File: config.mk
export PLATFORM = sky130hd
export DESIGN_NAME = qdr_readback
export DESIGN_NICKNAME = d
export VERILOG_FILES = /design/src/logic/qdr_pkg.sv /design/src/logic/qdr_readback.sv /design/src/logic/qdr_bus_sense.sv
export VERILOG_INCLUDE_DIRS = /design/src /design/src/logic
export SDC_FILE = /design/constraint.sdc
export NUM_CORES = 1
export LEC_CHECK = 0
export BUFFER_PORTS_ARGS = -buffer_cell sky130_fd_sc_hd__buf_2
export CORE_UTILIZATION = 40
export DETAILED_ROUTE_END_ITERATION = 12
export RECOVER_POWER = 100
export SYNTH_ARGS = -nofsm -noshare
export SYNTH_HDL_FRONTEND = slang
export SYNTH_SLANG_ARGS = --single-unit
File: constraint.sdc
create_clock -name CLOCK -period 2.86 [get_ports CLOCK]
set_input_delay 0.572 -clock CLOCK [delete_from_list [all_inputs] [get_ports CLOCK]]
set_output_delay 0.572 -clock CLOCK [all_outputs]
set_load 0.01 [all_outputs]
File: src/logic/qdr_defines.svh
`ifndef QDR_DEFINES_SVH
`define QDR_DEFINES_SVH

// Address byte layout
`define QDR_ADDR_FIXED   5'h13
// Control byte field positions
`define QDR_PD_FLAG_BIT  0
`define QDR_SEL_HI_BIT   2
`define QDR_SEL_LO_BIT   1
`define QDR_CTRL_RESET   8'h00
// Read-back byte fill values
`define QDR_PD_FILL      6'h3F
`define QDR_LOW_FILL     4'h0
// Sizes and counts
`define QDR_CODE_W       12
`define QDR_NUM_CH       4
`define QDR_BITS_BYTE    4'h8
`define QDR_SEQ_PD       2'h0
`define QDR_SEQ_HIGH     2'h1
`define QDR_SEQ_LOW      2'h2

`endif

File: src/logic/qdr_pkg.sv
package qdr_pkg;

    typedef enum logic [7:0] {
        QDR_IDLE     = 8'h01,
        QDR_ADDR     = 8'h02,
        QDR_ADDR_ACK = 8'h04,
        QDR_CTRL     = 8'h08,
        QDR_CTRL_ACK = 8'h10,
        QDR_TX       = 8'h20,
        QDR_TX_ACK   = 8'h40,
        QDR_WAIT     = 8'h80
    } qdr_state_t;

    typedef struct packed {
        logic scl_prev;
        logic sda_prev;
        logic scl_rise;
        logic scl_fall;
        logic start;
        logic stop;
    } qdr_sense_t;

    typedef struct packed {
        qdr_state_t st;
        logic [7:0] shift;
        logic [3:0] cnt;
        logic       rw;
        logic [7:0] ctrl;
        logic [1:0] idx;
        logic       mack;
        logic       oe;
        logic       sda_out;
        logic       busy;
        logic       ctrl_pulse;
    } qdr_regs_t;

endpackage

File: src/logic/qdr_readback.sv
// Overview of operation
// - Acknowledge matching write address by pulling data low
// - Address is 10011, two strap bits, direction
// - Accept and acknowledge the following control byte
// - Acknowledge read address, then transmit read-back bytes
// - Flag clear: send high byte, then low
// - Flag set: power-down, high, then low byte
// - Channel chosen by control bits two and one
// - High byte carries code bits 11..4, MSB first
// - Low byte: code bits 3..0, then filler
// - Power-down byte: two mode bits, six ones
// - Control byte LSB is the power-down flag
`timescale 1ns/10ps
`default_nettype none
`include "qdr_defines.svh"

module qdr_readback
    import qdr_pkg::*;
#(
    parameter int CODE_W = `QDR_CODE_W,
    parameter int NUM_CH = `QDR_NUM_CH
) (
    input  wire logic                     CLOCK,
    input  wire logic                     RST_B,
    input  wire logic                     CE,
    input  wire logic                     SCL_IN,
    input  wire logic                     SDA_IN,
    output logic                          SDA_OUT,
    output logic                          SDA_OE,
    input  wire logic                     STRAP_ADDR_UPPER,
    input  wire logic                     STRAP_ADDR_LOWER,
    input  wire logic [NUM_CH*CODE_W-1:0] CH_CODE,
    input  wire logic [NUM_CH*2-1:0]      CH_PD_MODE,
    output logic [7:0]                    CTRL_BYTE,
    output logic                          CTRL_STROBE,
    output logic                          BUSY
);

    qdr_regs_t r_q;
    qdr_regs_t r_d;

    logic scl_rise;
    logic scl_fall;
    logic start;
    logic stop;

    qdr_bus_sense u_sense (
        .clk      (CLOCK),
        .rst_b    (RST_B),
        .ce       (CE),
        .scl      (SCL_IN),
        .sda      (SDA_IN),
        .scl_rise (scl_rise),
        .scl_fall (scl_fall),
        .start    (start),
        .stop     (stop)
    );

    // Position in the read-back sequence for a byte index
    function automatic logic [1:0] seq_of(input logic [7:0] ctrl,
                                          input logic [1:0] idx);
        if (ctrl[`QDR_PD_FLAG_BIT]) begin
            seq_of = idx;
        end else begin
            seq_of = 2'(idx + 2'h1);
        end
    endfunction

    // Byte to transmit for a given index
    function automatic logic [7:0] tx_byte(input logic [7:0] ctrl,
                                           input logic [1:0] idx);
        logic [1:0]        sel;
        logic [CODE_W-1:0] code;
        logic [1:0]        pd;
        sel  = {ctrl[`QDR_SEL_HI_BIT], ctrl[`QDR_SEL_LO_BIT]};
        code = CH_CODE[int'(sel)*CODE_W +: CODE_W];
        pd   = CH_PD_MODE[int'(sel)*2 +: 2];
        case (seq_of(ctrl, idx))
            `QDR_SEQ_PD:   tx_byte = {pd, `QDR_PD_FILL};
            `QDR_SEQ_HIGH: tx_byte = code[CODE_W-1 -: 8];
            default:       tx_byte = {code[3:0], `QDR_LOW_FILL};
        endcase
    endfunction

    logic       addr_match;
    logic       last_byte;
    logic [6:0] own_addr;
    logic [7:0] first_byte;
    logic [7:0] next_byte;

    // Own address and the bytes waiting to be sent
    always_comb begin
        own_addr   = {`QDR_ADDR_FIXED,
                      STRAP_ADDR_UPPER, STRAP_ADDR_LOWER};
        addr_match = (r_q.shift[7:1] == own_addr);
        last_byte  = (seq_of(r_q.ctrl, r_q.idx) == `QDR_SEQ_LOW);
        first_byte = tx_byte(r_q.ctrl, 2'h0);
        next_byte  = tx_byte(r_q.ctrl, 2'(r_q.idx + 2'h1));
    end

    always_comb begin
        r_d            = r_q;
        r_d.ctrl_pulse = 1'b0;
        r_d.sda_out    = 1'b0;
        if (start) begin
            // Start or repeated start: address phase follows
            r_d.st  = QDR_ADDR;
            r_d.cnt = 4'h0;
            r_d.oe  = 1'b0;
        end else if (stop) begin
            r_d.st = QDR_IDLE;
            r_d.oe = 1'b0;
        end else begin
            case (r_q.st)
                QDR_ADDR, QDR_CTRL: begin
                    if (scl_rise && r_q.cnt != `QDR_BITS_BYTE) begin
                        r_d.shift = {r_q.shift[6:0], SDA_IN};
                        r_d.cnt   = 4'(r_q.cnt + 4'h1);
                    end else if (scl_fall && r_q.cnt == `QDR_BITS_BYTE) begin
                        if (r_q.st == QDR_CTRL) begin
                            r_d.ctrl       = r_q.shift;
                            r_d.ctrl_pulse = 1'b1;
                            r_d.oe         = 1'b1;
                            r_d.st         = QDR_CTRL_ACK;
                        end else if (addr_match) begin
                            r_d.rw = r_q.shift[0];
                            r_d.oe = 1'b1;
                            r_d.st = QDR_ADDR_ACK;
                        end else begin
                            r_d.st = QDR_WAIT;
                        end
                    end
                end
                QDR_ADDR_ACK: begin
                    if (scl_fall) begin
                        r_d.cnt = 4'h0;
                        if (r_q.rw) begin
                            // Turn around into transmitter
                            r_d.idx   = 2'h0;
                            r_d.shift = {first_byte[6:0], 1'b0};
                            r_d.oe    = ~first_byte[7];
                            r_d.cnt   = 4'h1;
                            r_d.st    = QDR_TX;
                        end else begin
                            r_d.oe = 1'b0;
                            r_d.st = QDR_CTRL;
                        end
                    end
                end
                QDR_CTRL_ACK: begin
                    if (scl_fall) begin
                        r_d.oe = 1'b0;
                        r_d.st = QDR_WAIT;
                    end
                end
                QDR_TX: begin
                    if (scl_fall) begin
                        if (r_q.cnt == `QDR_BITS_BYTE) begin
                            r_d.oe = 1'b0;
                            r_d.st = QDR_TX_ACK;
                        end else begin
                            r_d.oe    = ~r_q.shift[7];
                            r_d.shift = {r_q.shift[6:0], 1'b0};
                            r_d.cnt   = 4'(r_q.cnt + 4'h1);
                        end
                    end
                end
                QDR_TX_ACK: begin
                    if (scl_rise) begin
                        r_d.mack = ~SDA_IN;
                    end else if (scl_fall) begin
                        if (!r_q.mack) begin
                            r_d.oe = 1'b0;
                            r_d.st = QDR_IDLE;
                        end else if (last_byte) begin
                            r_d.oe = 1'b0;
                            r_d.st = QDR_WAIT;
                        end else begin
                            r_d.idx   = 2'(r_q.idx + 2'h1);
                            r_d.shift = {next_byte[6:0], 1'b0};
                            r_d.oe    = ~next_byte[7];
                            r_d.cnt   = 4'h1;
                            r_d.st    = QDR_TX;
                        end
                    end
                end
                QDR_IDLE, QDR_WAIT: begin
                    r_d.oe = 1'b0;
                end
                default: begin
                    r_d.oe = 1'b0;
                    r_d.st = QDR_IDLE;
                end
            endcase
        end
        r_d.busy = (r_d.st != QDR_IDLE);
    end

    // State register, frozen while CE is low
    always_ff @(posedge CLOCK or negedge RST_B) begin
        if (!RST_B) begin
            r_q <= '{st: QDR_IDLE, ctrl: `QDR_CTRL_RESET, default: '0};
        end else if (CE) begin
            r_q <= r_d;
        end
    end

    // Outputs straight from the state register
    assign SDA_OUT     = r_q.sda_out;
    assign SDA_OE      = r_q.oe;
    assign CTRL_BYTE   = r_q.ctrl;
    assign CTRL_STROBE = r_q.ctrl_pulse;
    assign BUSY        = r_q.busy;

endmodule

`default_nettype wire

File: src/logic/qdr_bus_sense.sv
`timescale 1ns/10ps
`default_nettype none

module qdr_bus_sense
    import qdr_pkg::*;
(
    input  wire logic clk,
    input  wire logic rst_b,
    input  wire logic ce,
    input  wire logic scl,
    input  wire logic sda,
    output logic      scl_rise,
    output logic      scl_fall,
    output logic      start,
    output logic      stop
);

    qdr_sense_t s_q;
    qdr_sense_t s_d;

    // Edge and bus condition detection
    always_comb begin
        s_d          = s_q;
        s_d.scl_prev = scl;
        s_d.sda_prev = sda;
        s_d.scl_rise = scl & ~s_q.scl_prev;
        s_d.scl_fall = ~scl & s_q.scl_prev;
        s_d.start    = scl & s_q.scl_prev & s_q.sda_prev & ~sda;
        s_d.stop     = scl & s_q.scl_prev & ~s_q.sda_prev & sda;
    end

    always_ff @(posedge clk or negedge rst_b) begin
        if (!rst_b) begin
            s_q <= '{scl_prev: 1'b1, sda_prev: 1'b1, default: 1'b0};
        end else if (ce) begin
            s_q <= s_d;
        end
    end

    assign scl_rise = s_q.scl_rise;
    assign scl_fall = s_q.scl_fall;
    assign start    = s_q.start;
    assign stop     = s_q.stop;

endmodule

`default_nettype wire

==> results.ini <==
[power]
comb_power_share_pct = 20.2
power.leakage_nw = 1.68
swShare_pct = 28.6
power_density_nw_per_um2 = 402
ir_drop_uv = 234
p_clk_share_pct = 36.7
power_mw = 1.56
internal_power_mw = 1.11
p_sw_uw = 446
seqPwrFrac_pct = 43.1

[cts]
clockRootBuffer = clkbuf_8
cts_buffer_depth = 2
cts_setup_buffers = 0
cts_resized = 0
clock-sinks = 41
cts_buffers = 5
cts_tree = done
htreeDepth = 2
cts_hold_buf = 0
clk_pin_slew_worst_paths_ps = 90
clock_latency_ps = 310

[logic_synthesis]
synth_top_family_by_area = compound AO/OA/AOI/OAI gates
synth_top_area_share_pct = 28.9
yosys.area_share.adder_pct = 0.761
yosysSeqAreaShare_pct = 31.3
synth_xor_area_share_pct = 1.60
synthArstFlopShare_pct = 100
ys_ff_latch = 41
synth_area_leaders = dfrtp_1, mux4_2, mux2_2
avgSynthCellArea_sq_um = 9.40
yosysTopAreaCell = dfrtp_1
synthesis.nets = 415
yosys.area_share.simple_pct = 19.7
synth_cells = 350
synth_edf_count = 0
synth_compound_area_share_pct = 19.9
synth.area.mux_share_pct = 19.2
synth_area_sq_um = 3290
synth.distinct_cells = 66
ys_warn_count = 0
synth_top_flop_cell = dfrtp_1

[grt]
antenna_found_initial = 0
grt_pass1_vias = 3018
grt_max_degree = 42
globalRouteOverflowTotal = 0
grt_pass1_wl_mm = 15.0
grt_usage_pct = 22.3

[job]
cap_violations = 0

[layout]
multiInputGateArea_sq_um = 2010
syn2layout_area_growth_pct = 17.8
final_cell_mix = buf_2, dfrtp_1, nand2_1
drive_gt1_share_pct = 32.5
final_nets = 485
final_common_cell = buf_2
seqCellArea_sq_um = 1030
finalCoreUtilization_pct = 49.4
n_antenna_cell = 0
fillerInstances = 762

[place]
dpl.hpwl_mm = 7.05
place.gp.congestion = 0.917
dpl_worst_slack_ps = 435
numPortBuffers = 73

[timing]
relSlewSlack_pct = 37.6
max_freq_mhz = 396
fin_hold_ws_ps = 402
period_minus_slack_ps = 2520
finClkSkew_ps = 9.92
setup_violations = 0
layout_setup_ws_ps = 335
hold_viol = 0
final_max_slew_viol_count = 0
setup_tns_ps = 0
rsz0062_at_grt = no
layout_worst_path_cycle_share_pct = 88.3
tightest_slew_ps = 936

[critical_path]
crit_cells = 6
path_cells = or4_1 -> or4_4 -> o221ai_4 -> a32oi_1 -> a311oi_1 -> a21oi_1
cp-end-kind = flop
crit_fanout = 11
critPathBufInv = 0
crit_type = reg -> reg
slowest_stage = or4_1
required_ps = 3040
worstSetupStartpointType = flop
cpPeakStageDelay_ps = 680
critPathTopFamily = simple AND/OR/NAND/NOR gates
arrival_ps = 2710
worstRegToRegCells = 6

[floorplan]
initial_core_util_pct = 41.9
io_pins = 75
fp.dieW_um = 92.7
core-area_sq_um = 7850
die-height_um = 92.7
dieArea_sq_um = 8590
row_count = 32

[hold_path]
hp-class = in -> async

[route]
vias = 3106
via_per_inst = 5.94
drtIter0Drc = 210
drtPass1Iterations = 5
route.detailed.wl_per_inst_um = 17.1
drc = 0
ant_nets = 0
drt_wl_total_mm = 8.96

[run_status]
status = completed

## cells in the mapped netlist, types with 7 or more instances
cell type / n
a21oi_1: 20
mux2_2: 10
mux2i_1: 7
mux4_2: 20
dfrtp_1: 38
nor4_1: 9
buf_2: 7
buf_4: 9
nor3_1: 11
o21ai_0: 22
nor2_1: 22
clkbuf_1: 14
nand3_1: 10
o211ai_1: 7
inv_1: 15
nand2_1: 26
## metal layers
| layer | share of wire (%) | global-route usage, % | routed length [um] | up-vias |
|---|---|---|---|---|
| li1 | - | - | - | 1460 |
| met1 | 44 | 29.8 | 3970 | 1483 |
| met2 | 47 | 36.9 | 4210 | 144 |
| met3 | 6.2 | 3.53 | 559 | 19 |
| met4 | 2.3 | 7.44 | 209 | 0 |
| met5 | 0 | 0 | 0 | - |
## flip-flops by register name, indices dropped and copies added, names as in the netlist
register and flops:
SDA_OE 1, u_sense.stop 1, CTRL_BYTE 8, CTRL_STROBE 1, r_q 24, u_sense.start 1
BUSY 1, u_sense.scl_fall 1, u_sense.s_q 2, u_sense.scl_rise 1
## cells by family (layout without fill, tap and decap cells)
group / Yosys count / in the layout
other cells: 1 / 1
buf+inv: 49 / 120
compound gates: 95 / 95
mux: 37 / 37
fa+ha+maj: 2 / 2
simple gates: 119 / 119
flops: 41 / 41
xor+xnor: 6 / 6
## through the flow
step / area [sq um] / instances
floorplan: 3290 / 350
global placement: 3770 / 515
detailed placement: 3770 / 515
CTS: 3910 / 523
global route: 3870 / 523
finish: 3870 / 523
## power groups by stage
stage	Clock, mW	Combinational, mW	Sequential (mW)
after floorplan	0	0.207	0.662
after global placement	0	0.320	0.680
after detailed placement	0	0.318	0.683
after CTS	0.583	0.320	0.672
after global routing	0.606	0.363	0.679
final	0.572	0.316	0.671
## final cells by class
class                           instances  share of cell area, %
Multi-Input combinational cell        260                   52.0
Sequential cell                        41                   26.6
Timing Repair Buffer                   96                   13.2
Tap cell                              102                   3.29
Clock buffer                            5                   1.78
Clock inverter                          3                   1.68
Inverter                               16                   1.55
## path summary, 6_finish.rpt
path	startpoint	end	slack (ps)
worst min-delay path	RST_B	r_q[6]$_DFFE_PN0P_	400
worst min register to register	u_sense.s_q[4]$_DFFE_PN1P_	u_sense.s_q[4]$_DFFE_PN1P_	490
max in group asynchronous	RST_B	r_q[18]$_DFFE_PN0P_	1870
worst max-delay path	r_q[32]$_DFFE_PN0P_	r_q[16]$_DFFE_PN0P_	340
worst max register to register	r_q[32]$_DFFE_PN0P_	r_q[16]$_DFFE_PN0P_	340
min in group CLOCK	u_sense.s_q[4]$_DFFE_PN1P_	u_sense.s_q[4]$_DFFE_PN1P_	490
(Power assumes the default switching activity.)
